File: config.mk
export PLATFORM = sky130hd
export DESIGN_NAME = pwm_gen_a_value_load_enable
export DESIGN_NICKNAME = d
export VERILOG_FILES = /design/src/pwm_a_pkg.sv /design/src/pwm_gen_a_value_load_enable.sv /design/src/pwm_channel_out.sv
export SDC_FILE = /design/constraint.sdc
export NUM_CORES = 1
export LEC_CHECK = 0
export ABC_AREA = 1
export ABC_CLOCK_PERIOD_IN_PS = 2000
export BUFFER_PORTS_ARGS = -buffer_cell sky130_fd_sc_hd__buf_4
export CORE_UTILIZATION = 52
export CTS_BUF_LIST = sky130_fd_sc_hd__clkbuf_4
export CTS_CLUSTER_SIZE = 40
export DETAILED_ROUTE_END_ITERATION = 7
export PLACE_DENSITY_LB_ADDON = 0.25
export SLEW_MARGIN = 15
export SYNTH_ARGS = -nofsm -noshare
export SYNTH_HDL_FRONTEND = slang
export SYNTH_SLANG_ARGS = --single-unit
File: constraint.sdc
create_clock -name sys_clk_i -period 2 [get_ports sys_clk_i]
set_clock_uncertainty 0.1 [all_clocks]
set_input_delay 0.3 -clock sys_clk_i [delete_from_list [all_inputs] [get_ports sys_clk_i]]
set_output_delay 0.3 -clock sys_clk_i [all_outputs]
set_load 0.01 [all_outputs]
File: src/pwm_a_pkg.sv
// Purpose: shared constants for the generator A value/load/enable block
// Assumes: 32-bit classic Wishbone, word-aligned registers
// Notes:   offsets are byte addresses
package pwm_a_pkg;
	localparam int          AW           = 4;
	localparam logic [3:0]  OFF_PW4      = 4'h0;
	localparam logic [3:0]  OFF_PW5      = 4'h4;
	localparam logic [3:0]  OFF_ENC      = 4'h8;
	localparam logic [3:0]  OFF_RLD      = 4'hc;
	localparam int          BIT_EN       = 7;
	localparam int          BIT_LOAD_OKAY     = 1;
	localparam int          BIT_RIE      = 0;
	localparam int          BIT_RFLAG    = 0;
	localparam int          PW_W         = 16;
	localparam int          CNT_W        = 15;
	localparam logic [15:0] PW_RESET     = 16'h0000;
	localparam logic [7:0]  ENC_RESET    = 8'h00;
endpackage : pwm_a_pkg

File: src/pwm_gen_a_value_load_enable.sv
// Purpose: buffered pulse widths for channels 4/5 and generator A enable/control
// Assumes: counter, modulus, reload event and mode come from the rest of the module
// Notes:   wishbone ack one cycle after request, dropped the next cycle
`timescale 1ns/10ps
`default_nettype none
// Functional notes
// pulse-width registers hold 16-bit signed widths in pwm clock periods.
// width zero or negative keeps the output low all period.
// width at or above modulus keeps the output high all period.
// activated output is high, deactivated output is low.
// written width waits in buffer until load-okay and next reload.
// reads return the buffered width, not the one in use.
// mode off: enable bit drives generators A,B,C and outputs 0-5.
// mode on: enable bit drives only generator A and outputs 0,1.
// mode off: load-okay A loads prescaler, modulus and all six widths.
// mode on: load-okay A loads prescaler, modulus and widths 0,1 only.
// load-okay sets only by writing one after reading it zero.
// load-okay clears after load, or by writing zero before reload.
// reset clears load-okay so nothing is pending.
// software sets load-okay before enable, never clears it with enable.
// bit 0 gates the reload flag onto the interrupt request.
// reload flag sets every reload; cleared by read-set then write one.
// interrupt request is high exactly when flag and enable are set; the code registers it, so it follows them one cycle later.
module pwm_gen_a_value_load_enable #(
	parameter int PW_W  = pwm_a_pkg::PW_W,
	parameter int CNT_W = pwm_a_pkg::CNT_W
) (
	input  wire logic             sys_clk_i,
	input  wire logic             reset_i,
	input  wire logic             wb_cyc_i,
	input  wire logic             wb_stb_i,
	input  wire logic             wb_we_i,
	input  wire logic [31:0]      wb_adr_i,
	input  wire logic [31:0]      wb_dat_i,
	input  wire logic [3:0]       wb_sel_i,
	output logic      [31:0]      wb_dat_o,
	output logic                  wb_ack_o,
	input  wire logic             multi_generator_mode_i,
	input  wire logic             reload_a_i,
	input  wire logic             reload_c_i,
	input  wire logic             load_okay_c_i,
	input  wire logic             gen_c_enable_i,
	input  wire logic [5:4]       output_software_control_i,
	input  wire logic [5:4]       output_software_value_i,
	input  wire logic [CNT_W-1:0] counter_modulus_c_i,
	input  wire logic [CNT_W-1:0] count_c_i,
	output logic                  gen_a_enable_o,
	output logic                  gen_bc_enable_o,
	output logic                  load_a_o,
	output logic                  load_okay_a_o,
	output logic                  reload_irq_a_o,
	output logic [PW_W-1:0]       pulse_width_ch4_o,
	output logic [PW_W-1:0]       pulse_width_ch5_o,
	output logic                  pwm4_o,
	output logic                  pwm5_o
);
	logic [PW_W-1:0] pulse_width_ch4;
	logic [PW_W-1:0] pulse_width_ch5;
	logic            gen_a_enable_bit;
	logic            load_okay_a;
	logic            reload_irq_enable_a;
	logic            reload_flag_a;
	logic            load_okay_armed;
	logic            rflag_armed;
	logic            ch_enable;
	logic            ch_load;
	logic            bus_req;
	logic            wr_now;
	logic            rd_now;
	logic [3:0]      reg_adr;
	logic [31:0]     next_rdata;

	function automatic logic [15:0] merge16(input logic [15:0] old_v,
		input logic [31:0] d, input logic [3:0] sel);
		logic [15:0] r;
		r = old_v;
		if (sel[0])
			r[7:0] = d[7:0];
		if (sel[1])
			r[15:8] = d[15:8];
		return r;
	endfunction : merge16

	assign bus_req = wb_cyc_i && wb_stb_i;
	assign reg_adr = wb_adr_i[pwm_a_pkg::AW-1:0];
	assign wr_now  = bus_req && wb_ack_o && wb_we_i;
	assign rd_now  = bus_req && wb_ack_o && !wb_we_i;

	// mode off: one enable drives all three generators and outputs 0-5
	assign ch_enable = multi_generator_mode_i ? gen_c_enable_i
		: gen_a_enable_bit;
	// channels 4/5 follow generator A load only while mode is off
	assign ch_load = multi_generator_mode_i ? (reload_c_i && load_okay_c_i)
		: (reload_a_i && load_okay_a);

	always_comb
	begin
		next_rdata = 32'h0000_0000;
		unique case (reg_adr)
			pwm_a_pkg::OFF_PW4: next_rdata[PW_W-1:0] = pulse_width_ch4;
			pwm_a_pkg::OFF_PW5: next_rdata[PW_W-1:0] = pulse_width_ch5;
			pwm_a_pkg::OFF_ENC:
			begin
				next_rdata[pwm_a_pkg::BIT_EN]   = gen_a_enable_bit;
				next_rdata[pwm_a_pkg::BIT_LOAD_OKAY] = load_okay_a;
				next_rdata[pwm_a_pkg::BIT_RIE]  = reload_irq_enable_a;
			end
			pwm_a_pkg::OFF_RLD: next_rdata[pwm_a_pkg::BIT_RFLAG] = reload_flag_a;
			default: next_rdata = 32'h0000_0000;
		endcase
	end

	// registered ack: one wait state, dropped the cycle after
	always_ff @(posedge sys_clk_i)
	begin
		if (reset_i)
		begin
			wb_ack_o <= 1'b0;
			wb_dat_o <= 32'h0000_0000;
		end
		else
		begin
			wb_ack_o <= bus_req && !wb_ack_o;
			if (bus_req && !wb_ack_o && !wb_we_i)
				wb_dat_o <= next_rdata;
		end
	end

	// buffered widths; generator copies come from ch_load only
	always_ff @(posedge sys_clk_i)
	begin
		if (reset_i)
		begin
			pulse_width_ch4 <= pwm_a_pkg::PW_RESET;
			pulse_width_ch5 <= pwm_a_pkg::PW_RESET;
		end
		else if (wr_now && reg_adr == pwm_a_pkg::OFF_PW4)
			pulse_width_ch4 <= merge16(pulse_width_ch4, wb_dat_i, wb_sel_i);
		else if (wr_now && reg_adr == pwm_a_pkg::OFF_PW5)
			pulse_width_ch5 <= merge16(pulse_width_ch5, wb_dat_i, wb_sel_i);
	end

	always_ff @(posedge sys_clk_i)
	begin
		if (reset_i)
		begin
			pulse_width_ch4_o <= pwm_a_pkg::PW_RESET;
			pulse_width_ch5_o <= pwm_a_pkg::PW_RESET;
		end
		else if (ch_load)
		begin
			pulse_width_ch4_o <= pulse_width_ch4;
			pulse_width_ch5_o <= pulse_width_ch5;
		end
	end

	// enable and interrupt enable bits; software is trusted on write order
	always_ff @(posedge sys_clk_i)
	begin
		if (reset_i)
		begin
			gen_a_enable_bit    <= pwm_a_pkg::ENC_RESET[pwm_a_pkg::BIT_EN];
			reload_irq_enable_a <= pwm_a_pkg::ENC_RESET[pwm_a_pkg::BIT_RIE];
		end
		else if (wr_now && reg_adr == pwm_a_pkg::OFF_ENC && wb_sel_i[0])
		begin
			gen_a_enable_bit    <= wb_dat_i[pwm_a_pkg::BIT_EN];
			reload_irq_enable_a <= wb_dat_i[pwm_a_pkg::BIT_RIE];
		end
	end

	// read-zero arms the set; any later write to the register disarms
	always_ff @(posedge sys_clk_i)
	begin
		if (reset_i)
			load_okay_armed <= 1'b0;
		else if (rd_now && reg_adr == pwm_a_pkg::OFF_ENC)
			load_okay_armed <= !load_okay_a;
		else if (wr_now && reg_adr == pwm_a_pkg::OFF_ENC)
			load_okay_armed <= 1'b0;
	end

	// a set in the reload cycle wins, so a fresh request is not lost
	always_ff @(posedge sys_clk_i)
	begin
		if (reset_i)
			load_okay_a <= 1'b0;
		else if (wr_now && reg_adr == pwm_a_pkg::OFF_ENC && wb_sel_i[0]
			&& wb_dat_i[pwm_a_pkg::BIT_LOAD_OKAY] && load_okay_armed)
			load_okay_a <= 1'b1;
		else if (wr_now && reg_adr == pwm_a_pkg::OFF_ENC && wb_sel_i[0]
			&& !wb_dat_i[pwm_a_pkg::BIT_LOAD_OKAY])
			load_okay_a <= 1'b0;
		else if (reload_a_i)
			load_okay_a <= 1'b0;
	end

	// a reload between the read and the write cancels the clear
	always_ff @(posedge sys_clk_i)
	begin
		if (reset_i)
			rflag_armed <= 1'b0;
		else if (reload_a_i)
			rflag_armed <= 1'b0;
		else if (rd_now && reg_adr == pwm_a_pkg::OFF_RLD)
			rflag_armed <= reload_flag_a;
		else if (wr_now && reg_adr == pwm_a_pkg::OFF_RLD)
			rflag_armed <= 1'b0;
	end

	always_ff @(posedge sys_clk_i)
	begin
		if (reset_i)
			reload_flag_a <= 1'b0;
		else if (reload_a_i)
			reload_flag_a <= 1'b1;
		else if (wr_now && reg_adr == pwm_a_pkg::OFF_RLD && wb_sel_i[0]
			&& wb_dat_i[pwm_a_pkg::BIT_RFLAG] && rflag_armed)
			reload_flag_a <= 1'b0;
	end

	always_ff @(posedge sys_clk_i)
	begin
		if (reset_i)
		begin
			gen_a_enable_o  <= 1'b0;
			gen_bc_enable_o <= 1'b0;
			load_a_o        <= 1'b0;
			load_okay_a_o   <= 1'b0;
			reload_irq_a_o  <= 1'b0;
		end
		else
		begin
			gen_a_enable_o  <= gen_a_enable_bit;
			gen_bc_enable_o <= gen_a_enable_bit && !multi_generator_mode_i;
			// prescaler and modulus A load with it, in either mode
			load_a_o        <= reload_a_i && load_okay_a;
			load_okay_a_o   <= load_okay_a;
			reload_irq_a_o  <= reload_flag_a && reload_irq_enable_a;
		end
	end

	pwm_channel_out #(
		.PW_W  (PW_W),
		.CNT_W (CNT_W)
	) u_ch4 (
		.sys_clk_i (sys_clk_i),
		.reset_i   (reset_i),
		.enable_i  (ch_enable),
		.sw_ctl_i  (output_software_control_i[4]),
		.sw_val_i  (output_software_value_i[4]),
		.value_i   (pulse_width_ch4_o),
		.modulus_i (counter_modulus_c_i),
		.count_i   (count_c_i),
		.pin_o     (pwm4_o)
	);

	pwm_channel_out #(
		.PW_W  (PW_W),
		.CNT_W (CNT_W)
	) u_ch5 (
		.sys_clk_i (sys_clk_i),
		.reset_i   (reset_i),
		.enable_i  (ch_enable),
		.sw_ctl_i  (output_software_control_i[5]),
		.sw_val_i  (output_software_value_i[5]),
		.value_i   (pulse_width_ch5_o),
		.modulus_i (counter_modulus_c_i),
		.count_i   (count_c_i),
		.pin_o     (pwm5_o)
	);

	// checks
	property p_load_a;
		@(posedge sys_clk_i) disable iff (reset_i)
		reload_a_i && load_okay_a |=> load_a_o;
	endproperty
	a_load_a: assert property (p_load_a)
		else $error("prescaler and modulus load missed at reload");
	property p_load_okay_set_only_armed;
		@(posedge sys_clk_i) disable iff (reset_i)
		$rose(load_okay_a) |-> $past(load_okay_armed) && $past(wr_now);
	endproperty
	a_load_okay_set_only_armed: assert property (p_load_okay_set_only_armed)
		else $error("load-okay set without read-zero arm");
	property p_load_okay_clear_on_reload;
		@(posedge sys_clk_i) disable iff (reset_i)
		reload_a_i && load_okay_a && !wr_now |=> !load_okay_a;
	endproperty
	a_load_okay_clear_on_reload: assert property (p_load_okay_clear_on_reload)
		else $error("load-okay not cleared by reload");
	property p_rflag_set;
		@(posedge sys_clk_i) disable iff (reset_i)
		reload_a_i |=> reload_flag_a;
	endproperty
	a_rflag_set: assert property (p_rflag_set)
		else $error("reload flag not set");
	property p_irq;
		@(posedge sys_clk_i) disable iff (reset_i)
		##1 1'b1 |-> reload_irq_a_o == $past(reload_flag_a && reload_irq_enable_a);
	endproperty
	a_irq: assert property (p_irq)
		else $error("interrupt request does not follow flag and enable");
	property p_load_ch4;
		@(posedge sys_clk_i) disable iff (reset_i)
		ch_load |=> pulse_width_ch4_o == $past(pulse_width_ch4);
	endproperty
	a_load_ch4: assert property (p_load_ch4)
		else $error("channel 4 width not loaded at reload");
	property p_hold_ch4;
		@(posedge sys_clk_i) disable iff (reset_i)
		!ch_load |=> $stable(pulse_width_ch4_o);
	endproperty
	a_hold_ch4: assert property (p_hold_ch4)
		else $error("channel 4 width changed without load");
	property p_neg_low;
		@(posedge sys_clk_i) disable iff (reset_i)
		ch_enable && !output_software_control_i[4] && $signed(pulse_width_ch4_o) <= 0
			|=> !pwm4_o;
	endproperty
	a_neg_low: assert property (p_neg_low)
		else $error("non-positive width drove output high");
	property p_full_high;
		@(posedge sys_clk_i) disable iff (reset_i)
		ch_enable && !output_software_control_i[5] && !pulse_width_ch5_o[PW_W-1]
			&& pulse_width_ch5_o != 0
			&& pulse_width_ch5_o >= {1'b0, counter_modulus_c_i} |=> pwm5_o;
	endproperty
	a_full_high: assert property (p_full_high)
		else $error("width at modulus did not hold output high");
	property p_bc_enable;
		@(posedge sys_clk_i) disable iff (reset_i)
		multi_generator_mode_i ##1 multi_generator_mode_i |-> !gen_bc_enable_o;
	endproperty
	a_bc_enable: assert property (p_bc_enable)
		else $error("generators B/C enabled in multi-generator mode");
	property p_read_buffer;
		@(posedge sys_clk_i) disable iff (reset_i)
		bus_req && !wb_ack_o && !wb_we_i && reg_adr == pwm_a_pkg::OFF_PW4
			|=> wb_dat_o[PW_W-1:0] == $past(pulse_width_ch4);
	endproperty
	a_read_buffer: assert property (p_read_buffer)
		else $error("read did not return buffered width");
endmodule : pwm_gen_a_value_load_enable
`default_nettype wire

File: src/pwm_channel_out.sv
// Purpose: one pulse-width comparator driving a pwm pin
// Assumes: edge-aligned counter running 0..modulus-1
// Notes:   pin is registered
`timescale 1ns/10ps
`default_nettype none
module pwm_channel_out #(
	parameter int PW_W  = 16,
	parameter int CNT_W = 15
) (
	input  wire logic                    sys_clk_i,
	input  wire logic                    reset_i,
	input  wire logic                    enable_i,
	input  wire logic                    sw_ctl_i,
	input  wire logic                    sw_val_i,
	input  wire logic signed [PW_W-1:0]  value_i,
	input  wire logic        [CNT_W-1:0] modulus_i,
	input  wire logic        [CNT_W-1:0] count_i,
	output logic                         pin_o
);
	logic active;
	logic signed [PW_W:0] mod_s;
	logic signed [PW_W:0] cnt_s;
	logic signed [PW_W:0] val_s;

	always_comb
	begin
		mod_s = {{(PW_W+1-CNT_W){1'b0}}, modulus_i};
		cnt_s = {{(PW_W+1-CNT_W){1'b0}}, count_i};
		val_s = {value_i[PW_W-1], value_i};
		if (val_s <= 0)
			active = 1'b0;
		else if (val_s >= mod_s)
			active = 1'b1;
		else
			active = (cnt_s < val_s);
	end

	always_ff @(posedge sys_clk_i)
	begin
		if (reset_i)
			pin_o <= 1'b0;
		else if (sw_ctl_i)
			pin_o <= sw_val_i;
		else if (!enable_i)
			pin_o <= 1'b0;
		else
			pin_o <= active; // high = activated
	end
endmodule : pwm_channel_out
`default_nettype wire

======== After elaboration in Yosys (flattened, before gate mapping) ========
Cells that the tools add are included.
operators by class
  magnitude comparators ................... 6
  equality and inequality tests ........... 3
  muxes and demuxes ....................... 24
  bitwise operators ....................... 1
  reductions and logical operators ........ 38
operators by type and width
  kind                                                   count
  >= comparator 16 bit                                   2
  <= comparator 16 x 1 -> 1 bit (second input constant)  2
  < comparator 16 bit                                    2
  logical AND 1 bit                                      23
  2-to-1 mux 1 bit                                       19
  case mux 8 bit (2 select lines)                        1
  case mux 5 bit (2 select lines)                        1
  equality test 4 bit (second input constant)            2
  case mux 1 bit (3 select lines)                        2
  AND reduction 3 bit                                    2
  nonzero test 2 bit                                     3
  logical NOT 1 bit                                      5
  equality test 4 x 3 -> 1 bit (second input constant)   1
  logical NOT 4 bit                                      1
  case mux 1 bit (4 select lines)                        1
  AND reduction 2 bit                                    2
  nonzero test 3 bit                                     1
  OR reduction 2 bit                                     1
  NOT 1 bit                                              1
word-level totals
  flip-flop bits (word level) ............. 94
  input port bits ......................... 112
  output and inout port bits .............. 72

======== Longest topological paths before layout ========
Gate-level depths: netlist of run 1.
  word-level depth ........................ 9
  mapped depth ............................ 13

======== Hierarchy ========
Synthesis of run 1 repeated with hierarchy kept, for this count alone.
unflattened totals
  cell total of the unflattened synthesis .. 748
  area total of the unflattened synthesis .. 5346.4 sq um
by module, submodules not included
  module                       times used  cells an instance  area an instance (sq um)
  pwm_gen_a_value_load_enable  1           472                3619.7
  pwm_channel_out              2           138                863.3

======== Worst setup path before layout of run 1 ========
Ideal clock, no wire load.
  path kind ............................... register to register
  start ................................... register pulse_width_ch5_o[5]
  end ..................................... register u_ch5.pin_o
  arrival time ............................ 1373 ps
  data required time ...................... 1830 ps
  path slack .............................. 457 ps
  cell stages (with the launch flop) ...... 12
  period minus slack after synthesis ...... 1543 ps
  cells stage by stage .................... dfxtp_1 > inv_1 > ha_1 > a21oi_1 > nor2_1 > nor3_1 > nand2_1 > nand2_1 > nand2_1 > nand2_1 > nand2_1 > a21oi_1
on the way
  cells in the longest elaborated chain, start to end .. 5
  elaborated cells on any way between the ends .. 7
  classes of those cells .................. order compare: 3; mux: 4
RTL lines
  item                                                         RTL line                                      source
  start, declared                                              pwm_gen_a_value_load_enable.sv:53             output logic [PW_W-1:0] pulse_width_ch5_o,
  start signal, assigned                                       pwm_gen_a_value_load_enable.sv:148            pulse_width_ch5_o <= pwm_a_pkg::PW_RESET;
  start signal, assigned                                       pwm_gen_a_value_load_enable.sv:153            pulse_width_ch5_o <= pulse_width_ch5;
  < comparator 16 bit or >= comparator 16 bit (tied branches)  pwm_channel_out.sv:35, pwm_channel_out.sv:32
  2-to-1 mux 1 bit                                             pwm_channel_out.sv:32                         else if (val_s >= mod_s)
  2-to-1 mux 1 bit (*)                                         pwm_channel_out.sv:30                         if (val_s <= 0)
  2-to-1 mux 1 bit (*)                                         pwm_channel_out.sv:44                         else if (!enable_i)
  2-to-1 mux 1 bit (*)                                         pwm_channel_out.sv:42                         else if (sw_ctl_i)
  end signal, assigned                                         pwm_channel_out.sv:43                         pin_o <= sw_val_i;
  end signal, assigned                                         pwm_channel_out.sv:47                         pin_o <= active;
  end, declared                                                pwm_channel_out.sv:18                         output logic pin_o
Every way passes the cells marked *; elsewhere a longest branch is shown, timed or not.
A chain may end at the register's enable or synchronous reset.

======== Worst setup path in the final report of run 1 ========
  start ................................... register pulse_width_ch5_o[3]
  end ..................................... register u_ch5.pin_o
Same word-level chain as after synthesis.

==> results.md, run 1 <==
Power:
- The ratio of total power to cell area is 577 nW/um^2.
- The leakage component of the power is 2.99 nW.
- The proportion of total power due to net switching is 0.293.
- The net switching power is 1.08 mW.
- The worst-case IR drop observed on VDD is 0.000372 V.
- The sum of internal, switching and leakage power is 3.70 mW.
- The share of total power dissipated in combinational logic is 0.187.
- Internal power comes to 2.62 mW.
- The relative contribution of the clock network to total power is 0.279.
- The part of the power in registers is 0.534.

Worst setup path:
- The critical path in this run is classified as reg2reg.
- The end point of the critical path is u_ch5.pin_o.
- The most numerous cell on the critical path is sky130_fd_sc_hd__nand2_1.
- The type of element capturing the critical path is a register.
- The type of origin of the critical path is a register.
- The largest fanout on the critical path is 5.
- The critical path runs through a total of 11 cells.
- The capture point of the worst reg-to-reg path is u_ch5.pin_o.
- For the worst setup path, the data arrival time is 2.03 ns.
- STA puts the critical path data required time at ~2.3 ns.
- The slack of the worst reg-to-reg path is 0.24 ns.
- The maximum cell stage delay along the critical path is 0.47 ns.
- Tracing the worst setup path back leads to its startpoint at pulse_width_ch5_o[3].
- Among cell families on the critical path, the largest total delay comes from simple AND/OR/NAND/NOR gates.
- Among all stages on the critical path, the largest delay is contributed by sky130_fd_sc_hd__dfxtp_1.
- The startpoint identified for the worst register-to-register timing path is pulse_width_ch5_o[3].
- Traced cell by cell, the critical path runs through inv_1 > ha_1 > a21oi_1 > nand2_1 > nand2_1 > nand2_1 > nand2_1 > nand2_1 > nand2_1 > nand2_1 > a21oi_1.
- The number of cell instances on the worst register-to-register path is 11.
- The total buffers and inverters traversed by the critical path is 1.

Floorplan:
- The region available for standard cell placement spans about 9800 um^2.
- The total die area is 10600 um^2.
- The total I/O pin count is about 180.
- For this configuration, the core starts out at a cell density of 0.541.
- The die width is 103 um.
- The floorplan has 36 rows.
- The die outline height is 103 um.

Logic synthesis:
- The area fraction in compound gates after synthesis is 0.219.
- Ranked by total cell area, the synthesized netlist is headed by sky130_fd_sc_hd__dfxtp_1 (35%), sky130_fd_sc_hd__ha_1 (14%), sky130_fd_sc_hd__a21oi_1 (10%).
- Among all flip-flop cells after synthesis, the most frequent one is sky130_fd_sc_hd__dfxtp_1.
- Counting flops and latches in the post-synthesis netlist gives 94.
- The post-synthesis share of cell area spent on xor and xnor gates is 0.
- The share of synthesized registers carrying an async set or reset is 0.
- The share of synthesized area occupied by flip-flops and latches is 0.355.
- Of the total synthesized cell area, the portion taken by full adders, half adders and majority gates is 0.137.
- In the synthesized netlist, the number of instances is between 600 and 700.
- The number of distinct standard cells referenced by the synthesized netlist is 39.
- The average cell area after synthesis is 7.73 um^2.
- The synthesized design spends more area on one cell type than any other, namely sky130_fd_sc_hd__dfxtp_1.
- Measured against the total synthesized area, the mux share comes to 0.
- The mapped netlist covers 5310 um^2.
- During synthesis, Yosys emitted a total of 0 warnings.
- The top-area cell type share of the netlist area is 0.355.
- The number of synthesized flops with an enable pin is 0.
- The most frequent cell after synthesis is sky130_fd_sc_hd__a21oi_1.
- The dominant combinational cell family by area after synthesis is compound AO/OA/AOI/OAI gates.
- The simple-gate portion of the synthesized area is 0.169.
- Counting instances in the post-synthesis netlist gives the leading cell types as sky130_fd_sc_hd__a21oi_1 (107), sky130_fd_sc_hd__nand2_1 (98), sky130_fd_sc_hd__inv_1 (97), sky130_fd_sc_hd__dfxtp_1 (94), sky130_fd_sc_hd__o21ai_0 (62).

Routing:
- The number of design rule violations left after detail routing is 0.
- The routed layout has between 5000 and 6000 vias.
- The remaining number of nets flagged by the antenna check after routing is 0.
- Dividing the detail-routed via count by the number of cells gives 5.35.
- The wire length after detailed routing is 14000 um.
- The detailed-router iteration count before antenna repair is 4.
- In this run, the number of DRC markers left after iteration 0 of detailed routing was 336.
- After detailed routing, the average wire length per cell comes to 14.9 um.

Placement:
- Summed over all nets, the half-perimeter wirelength after detailed placement is 10900 um.
- The final weighted congestion of routability-driven global placement is 0.878.
- The number of port buffers is 121.
- At the placement stage, the worst setup path has a slack of 0.263 ns.

GRT:
- The maximum number of pins on one net before global-route repair is 53.
- The combined global-route utilization of all metal layers is 0.267.
- The first global-routing pass estimated approximately 22000 um of wire.
- The number of global-route vias before repair came to approximately 4700.
- The total overflow reported by the global router is 0.
- The number of antenna violations at the first check in global routing is 0.

Cells and area:
- The number of nets in the finished design is 973.
- The area taken by multi-input logic gates is 2850 um^2.
- The count of fill cells added during filler insertion is 856.
- The area occupied by registers is 1880 um^2.
- Relative to the synthesized area, the layout overhead comes to 20.8%.
- 0 antenna diodes ended up in the layout.
- In the final layout, the share of cells above drive strength 1 is 0.218.

Clocking:
- Clock-pin slew was measured on the worst setup and hold paths at approximately 0.14 ns.
- The clock drives 94 sinks.
- The maximum level of the CTS H-tree is 3.
- The maximum number of buffers from clock root to sink is 2.
- At the later pin of the worst-skew pair, clock insertion delay measures ~0.43 ns.
- The master cell of the clock root buffer is sky130_fd_sc_hd__clkbuf_4.
- The clock tree from TritonCTS is built.
- The TritonCTS buffer count is 9.
- The post-cts gate resize count is 0.

STA:
- The smallest clock period supported by the final layout is computed as 1.76 ns.
- The share of the clock period used by the worst path after layout is 0.878.
- The final count of pins violating max slew is 0.
- The worst setup margin is 0.245 ns.
- On the final layout, the worst hold slack is 0.0129 ns.
- Timing would allow up to 570 MHz.
- For the pin with the worst max-slew slack, the measured transition is between 0.5 and 0.6 ns.
- Setup repair after global routing left no endpoint under its margin.
- The total negative setup slack is 0 ns.
- The count of final setup violators is 0.
- The final number of hold-violating endpoints was 0.
- The max-slew headroom at the worst pin is 0.604.

Min path:
- The min-delay analysis places its worst path in the category in2reg.

Flow run:
- Max-cap violations in this run came to 0.

Status:
- The flow ran to the end, and the final reports show no timing, DRC or antenna violations.
## power groups by stage
stage	registers (mW)	clock network (mW)	logic, mW
after floorplan	2.02	0	0.387
after global placement	2.01	0	0.648
after detailed placement	2.02	0	0.680
after CTS	1.98	1.05	0.687
after global routing	1.98	1.13	0.778
final	1.98	1.03	0.692
## routing by layer
layer	vias up	global-route usage	part of all wire
met1	2315	0.350	0.45
met2	178	0.446	0.47
met5	-	0	0
met3	22	0.0427	0.061
met4	0	0.0932	0.020
li1	2518	-	-
## cell type report
cell class | count | share of cell area
Clock buffer | 9 | 0.0105
Clock inverter | 7 | 0.0117
Inverter | 99 | 0.0584
Multi-Input combinational cell | 467 | 0.444
Sequential cell | 94 | 0.294
Tap cell | 133 | 0.0260
Timing Repair Buffer | 132 | 0.156
## metrics by stage
| stage | util | cells | cell area, um^2 |
|---|---|---|---|
| after floorplan | - | 702 | 5360 |
| after global placement | 0.635 | 922 | 6240 |
| after global routing | 0.653 | 941 | 6410 |
| final | 0.653 | 941 | 6410 |
| after CTS | 0.653 | 941 | 6410 |
| after detailed placement | 0.635 | 922 | 6240 |
## cells by family (layout without fill, tap and decap cells)
group                    after synthesis  count (layout)
AND/OR/NAND/NOR                      193             193
buffers and inverters                141             247
other                                  1              16
flip-flops                            94              94
AO/OA/AOI/OAI                        200             200
adder cells (fa/ha/maj)               58              58
## registers in the layout, indices dropped and copies added, names as in the netlist
| name | count |
|---|---|
| gen_a_enable_bit | 1 |
| load_okay_a_o | 1 |
| load_okay_armed | 1 |
| gen_a_enable_o | 1 |
| pulse_width_ch4_o | 16 |
| wb_ack_o | 1 |
| load_a_o | 1 |
| pulse_width_ch5 | 16 |
| pulse_width_ch5_o | 16 |
| load_okay_a | 1 |
| reload_flag_a | 1 |
| pulse_width_ch4 | 16 |
| gen_bc_enable_o | 1 |
| rflag_armed | 1 |
| u_ch5.pin_o | 1 |
| u_ch4.pin_o | 1 |
| wb_dat_o | 16 |
| reload_irq_enable_a | 1 |
| reload_irq_a_o | 1 |
## how the worst min path moves through the flow
| stage | from | endpoint | slack (ns) | depth (start not counted) |
|---|---|---|---|---|
| 6_report | output_software_value_i[5] | u_ch5.pin_o | 0.01 | 3 |
| 4_1_cts | output_software_value_i[5] | u_ch5.pin_o | 0.003 | 3 |
| 2_1_floorplan | multi_generator_mode_i | gen_bc_enable_o | 0.28 | 1 |
| 3_5_place_dp | pulse_width_ch5[6] | wb_dat_o[6] | 0.36 | 2 |
| 3_3_place_gp | pulse_width_ch5[10] | wb_dat_o[10] | 0.35 | 2 |
| 5_1_grt | output_software_value_i[5] | u_ch5.pin_o | 0.01 | 3 |
## worst register-to-register path, delay by kind of cell (launching register included)
family	cells	cell delay [ns]
AO/OA/AOI/OAI	2	0.28
adder cells (fa/ha/maj)	1	0.30
buffers and inverters	1	0.08
flip-flops	1	0.47
AND/OR/NAND/NOR	7	0.48
## cell usage in the layout, fill, tap and decap left out, types with 12 or more instances in the layout
master and n:
sky130_fd_sc_hd__nor3_1 12, sky130_fd_sc_hd__a211oi_2 16, sky130_fd_sc_hd__nand3_1 22, sky130_fd_sc_hd__ha_1 58
sky130_fd_sc_hd__inv_1 97, sky130_fd_sc_hd__nand2_1 98, sky130_fd_sc_hd__nor2_1 36, sky130_fd_sc_hd__buf_4 129
sky130_fd_sc_hd__a21oi_1 107, sky130_fd_sc_hd__dfxtp_1 94, sky130_fd_sc_hd__conb_1 16, sky130_fd_sc_hd__o21ai_0 62
## what timing repair did
item | in CTS | in global routing
setup buffers | 0 | 0
endpoints found under the hold margin | 3 | 0
hold buffers | 3 | 0
(Power assumes the default switching activity.)
==> run 2: changes to the inputs <==
--- a/config.mk
+++ b/config.mk
@@ -5,7 +5,7 @@
 export SDC_FILE = /design/constraint.sdc
 export NUM_CORES = 1
 export LEC_CHECK = 0
-export ABC_AREA = 1
+export ABC_AREA = 0
 export ABC_CLOCK_PERIOD_IN_PS = 2000
 export BUFFER_PORTS_ARGS = -buffer_cell sky130_fd_sc_hd__buf_4
 export CORE_UTILIZATION = 52
==> run 2 against run 1 <==
Fmax decreased by 8.1%. Cell area grew 1.6%. Worst setup slack got worse by 0.16 ns. First-iteration DRC count shrank 25%. Critical path depth fell by 4. Via count is 0.40% lower. Clock-buffer cell count unchanged. Final cell count shrank 3.8%. Critical path type unchanged.
==> results.md, run 2 <==
Power:
- The worst ir drop on vdd is 0.000309 V (was 0.000372 V).
- The part of the power in registers was 0.584 (was 0.534).
- The net switching power was 0.893 mW (was 1.08 mW).
- The ratio of total power to cell area is 499 nW/um^2 (was 577 nW/um^2).
- The relative contribution of the clock network to total power is 0.280 (was 0.279).
- The proportion of total power due to net switching is 0.275 (was 0.293).
- The leakage component of the power came to 2.89 nW (was 2.99 nW).
- The internal power was 2.36 mW (was 2.62 mW).
- The sum of internal, switching and leakage power was 3.25 mW (was 3.70 mW).
- The part of the total power dissipated in combinational logic is 0.136 (was 0.187).

Routing:
- The DRC violation total after the first TritonRoute iteration is 251 (was 336).
- The vias per cell is 5.54 (was 5.35).
- The wire length after detailed routing is 14100 um (was 14000 um).
- The detailed-router iteration count before antenna repair is 5 (was 4).
- The number of design rule violations left after detail routing is 0 (unchanged).
- The routed length per placed instance is 15.6 um (was 14.9 um).
- The vias after detailed routing is 5013 (was 5033).
- The remaining number of nets flagged by the antenna check after routing came to 0 (unchanged).

Placement:
- The final weighted congestion of routability-driven global placement is 0.896 (was 0.878).
- The detailed placement HPWL is 11000 um (was 10900 um).
- The number of port buffers is 121 (unchanged).

Clocking:
- The clock-pin transition on the worst setup and hold timing paths came to 0.15 ns (was 0.14 ns).
- The maximum number of buffers from clock root to sink was 2 (unchanged).
- The number of clock sinks was 94 (unchanged).
- The number of setup buffers added after CTS is 0 (unchanged).
- The clock latency on the worst-skew pair came to 0.44 ns (was 0.43 ns).
- The TritonCTS buffer count is 9 (unchanged).
- The master cell of the clock root buffer is sky130_fd_sc_hd__clkbuf_4 (unchanged).
- The maximum level of the CTS H-tree is 3 (unchanged).
- The clock tree from TritonCTS is built (unchanged).

Floorplan:
- The floorplan row count was 35 (was 36).
- The die outline height is 101 um (was 103 um).
- The total I/O pin count is 184 (unchanged).
- The core area is 9420 um^2 (was 9820 um^2).
- The die width is 101 um (was 103 um).
- The total die area is 10300 um^2 (was 10600 um^2).
- The starting density of the core came to 0.546 (was 0.541).

Cells and area:
- Leading cell types in the layout, fill and taps excluded: sky130_fd_sc_hd__buf_4 (145), sky130_fd_sc_hd__nand2_1 (99), sky130_fd_sc_hd__dfxtp_1 (94), sky130_fd_sc_hd__a21oi_1 (61), sky130_fd_sc_hd__ha_1 (58) (was sky130_fd_sc_hd__buf_4 (129), sky130_fd_sc_hd__a21oi_1 (107), sky130_fd_sc_hd__nand2_1 (98), sky130_fd_sc_hd__inv_1 (97), sky130_fd_sc_hd__dfxtp_1 (94)).
- The most frequent standard cell in the layout excluding fill and tap cells is sky130_fd_sc_hd__buf_4 (unchanged).
- The area occupied by registers came to 1880 um^2 (unchanged).
- The area taken by multi-input logic gates came to 2900 um^2 (was 2850 um^2).
- The diode insertion count for antenna repair is 0 (unchanged).
- The count of fill cells added during filler insertion is 796 (was 856).
- The proportion of layout cells with a drive suffix above 1 is 0.215 (was 0.218).
- The number of nets in the finished design is 941 (was 973).
- The layout-stage area growth over the synthesis result is 26.8% (was 20.8%).

Flow run:
- The number of max-capacitance violations reported came to 0 (unchanged).

Min path:
- The startpoint of the most critical hold path is wb_dat_i[6] (was output_software_value_i[5]).
- The end of the worst hold path is pulse_width_ch5[6] (was u_ch5.pin_o).
- The number of cells traversed by the worst hold path is 3 (unchanged).
- The worst min-delay path class is in2reg (unchanged).

Logic synthesis:
- The number of warnings issued by yosys came to 0 (unchanged).
- The share of synthesized registers carrying an async set or reset is 0 (unchanged).
- The most frequent cell after synthesis is sky130_fd_sc_hd__nand2_1 (was sky130_fd_sc_hd__a21oi_1).
- The number of synthesized register bits came to 94 (unchanged).
- The cell taking the most area after synthesis is sky130_fd_sc_hd__dfxtp_1 (unchanged).
- Most common library cells after synthesis: sky130_fd_sc_hd__nand2_1 (99), sky130_fd_sc_hd__dfxtp_1 (94), sky130_fd_sc_hd__a21oi_1 (61), sky130_fd_sc_hd__ha_1 (58), sky130_fd_sc_hd__nor2_1 (53) (was sky130_fd_sc_hd__a21oi_1 (107), sky130_fd_sc_hd__nand2_1 (98), sky130_fd_sc_hd__inv_1 (97), sky130_fd_sc_hd__dfxtp_1 (94), sky130_fd_sc_hd__o21ai_0 (62)).
- The number of synthesized flops with an enable pin is 0 (unchanged).
- The share of synthesized area occupied by flip-flops and latches is 0.366 (was 0.355).
- The average cell area after synthesis is 8.18 um^2 (was 7.73 um^2).
- The summed instance area of the synthesized netlist is 5140 um^2 (was 5310 um^2).
- The top-area cell type share of the netlist area is 0.366 (was 0.355).
- The most used flip-flop cell after synthesis is sky130_fd_sc_hd__dfxtp_1 (unchanged).
- Largest cells by area after synthesis: sky130_fd_sc_hd__dfxtp_1 (37%), sky130_fd_sc_hd__ha_1 (14%), sky130_fd_sc_hd__nand2_1 (7.2%) (was sky130_fd_sc_hd__dfxtp_1 (35%), sky130_fd_sc_hd__ha_1 (14%), sky130_fd_sc_hd__a21oi_1 (10%)).
- The number of distinct standard cells referenced by the synthesized netlist is 40 (was 39).
- The instance count of the mapped netlist is 628 (was 687).

Worst setup path:
- The capture point of the worst reg-to-reg path is u_ch4.pin_o (was u_ch5.pin_o).
- The category of the critical setup timing path is reg2reg (unchanged).
- The slack of the worst reg-to-reg path came to 0.09 ns (was 0.24 ns).
- The type of origin of the critical path is a register (unchanged).
- The startpoint of the worst register-to-register path is pulse_width_ch4_o[6] (was pulse_width_ch5_o[3]).
- The type of element capturing the critical path is a register (unchanged).
- The worst endpoint required time is 2.27 ns (was 2.28 ns).
- The data arrival time at the worst-slack endpoint is 2.18 ns (was 2.03 ns).
- The number of cell instances on the worst register-to-register path is 7 (was 11).
- The largest fanout on the critical path is 5 (unchanged).

GRT:
- The number of global-route vias before repair is 4748 (was 4672).
- The combined global-route utilization of all metal layers came to 0.282 (was 0.267).
- The maximum number of pins on one net before global-route repair was 46 (was 53).
- The total overflow reported by the global router is 0 (unchanged).
- The number of antenna violations at the first check in global routing came to 0 (unchanged).
- The global-route wire length before repair is 22700 um (was 21900 um).

STA:
- The maximum clock frequency came to 523 MHz (was 570 MHz).
- The final count of pins violating max slew is 0 (unchanged).
- The count of final setup violators came to 0 (unchanged).
- The minimum clock period is 1.91 ns (was 1.76 ns).
- The max-slew headroom at the worst pin was 0.497 (was 0.604).
- The total negative setup slack came to 0 ns (unchanged).
- The share of the clock period used by the worst path after layout was 0.955 (was 0.878).
- The measured slew at the worst slew-check pin is 0.751 ns (was 0.593 ns).
- The final number of hold-violating endpoints is 0 (unchanged).
- Unrepaired setup endpoints after global routing: false (unchanged).
- The worst hold slack across all endpoints came to 0.0214 ns (was 0.0129 ns).

Status:
- Outcome: completed (unchanged).
-- run 2: cell count changes after synthesis, moves of 12 or more --
| cell | delta |
|---|---|
| sky130_fd_sc_hd__inv_1 | -49 |
| sky130_fd_sc_hd__a21oi_1 | -46 |
| sky130_fd_sc_hd__o21ai_0 | -42 |
| sky130_fd_sc_hd__mux2i_1 | +21 |
| sky130_fd_sc_hd__a211oi_1 | +19 |
| sky130_fd_sc_hd__nor2_1 | +17 |
| sky130_fd_sc_hd__a211oi_2 | -16 |
| sky130_fd_sc_hd__a221oi_1 | +12 |
-- run 2: per-layer routing --
layer	up-vias	global-route usage	share of wire	wire [um]
li1	2448	-	-	-
met1	2309	0.378	0.46	6450
met2	224	0.459	0.45	6360
met3	32	0.0407	0.068	966
met4	0	0.106	0.025	360
met5	-	0	0	0
-- run 2: cells by family after synthesis --
kind of cell | synth area share
muxes | 0.0431
DFF | 0.366
buffers and inverters | 0.0828
adders and majority gates | 0.141
and+or+nand+nor | 0.213
AOI/OAI and AO/OA | 0.153
other | 0.000730
-- run 2: power by group through the flow --
| stage | clock network, mW | registers, mW | logic (mW) |
|---|---|---|---|
| CTS | 0.936 | 1.90 | 0.438 |
| finish | 0.910 | 1.90 | 0.443 |
| floorplan | 0 | 1.95 | 0.227 |
| global placement | 0 | 1.94 | 0.398 |
| detailed placement | 0 | 1.94 | 0.412 |
| global route | 1.01 | 1.90 | 0.491 |
-- run 2: critical path: stages, from the launching register on --
cell	delay, ns
sky130_fd_sc_hd__dfxtp_1	0.53
sky130_fd_sc_hd__inv_1	0.08
sky130_fd_sc_hd__ha_1	0.29
sky130_fd_sc_hd__o21ai_0	0.18
sky130_fd_sc_hd__nor2_1	0.07
sky130_fd_sc_hd__a211oi_1	0.22
sky130_fd_sc_hd__o21ai_0	0.12
sky130_fd_sc_hd__a41oi_1	0.24
-- run 2: repair_timing --
action / CTS / global route
pin swaps: 0 / 1
endpoints found under the setup margin: 1 / 1
hold buffers: 15 / 1
cloned: 0 / 0
gates resized for setup: 1 / 1
endpoints found under the hold margin: 24 / 1
-- run 2: how the worst max path moves through the flow --
stage                              start                   end  slack, ns  depth (start not counted)
floorplan           pulse_width_ch4_o[2]           u_ch4.pin_o       0.29                          7
global placement              reload_a_i  pulse_width_ch5_o[1]       0.04                          5
detailed placement          count_c_i[2]           u_ch5.pin_o      -0.01                          7
CTS                 pulse_width_ch5_o[2]           u_ch5.pin_o      0.009                          7
global route        pulse_width_ch5_o[9]           u_ch5.pin_o       0.02                          7
finish              pulse_width_ch4_o[6]           u_ch4.pin_o       0.09                          7
-- run 2: area by class of cell --
type | instances | area share
well taps | 129 | 0.0248
clock inverters | 7 | 0.00769
clock buffers | 9 | 0.0104
flip-flops and latches | 94 | 0.289
inverters | 48 | 0.0277
repair buffers | 162 | 0.195
multi-input cells | 456 | 0.446
-- run 2: per-stage QoR --
step | util | std cells | worst slack, ns | cell area [um^2]
6_report | 0.692 | 905 | 0.0895 | 6510
5_1_grt | 0.692 | 905 | 0.0178 | 6510
4_1_cts | 0.690 | 904 | 0.00863 | 6500
3_5_place_dp | 0.661 | 873 | -0.0117 | 6220
3_3_place_gp | 0.661 | 873 | 0.0404 | 6220
2_1_floorplan | - | 643 | 0.293 | 5190
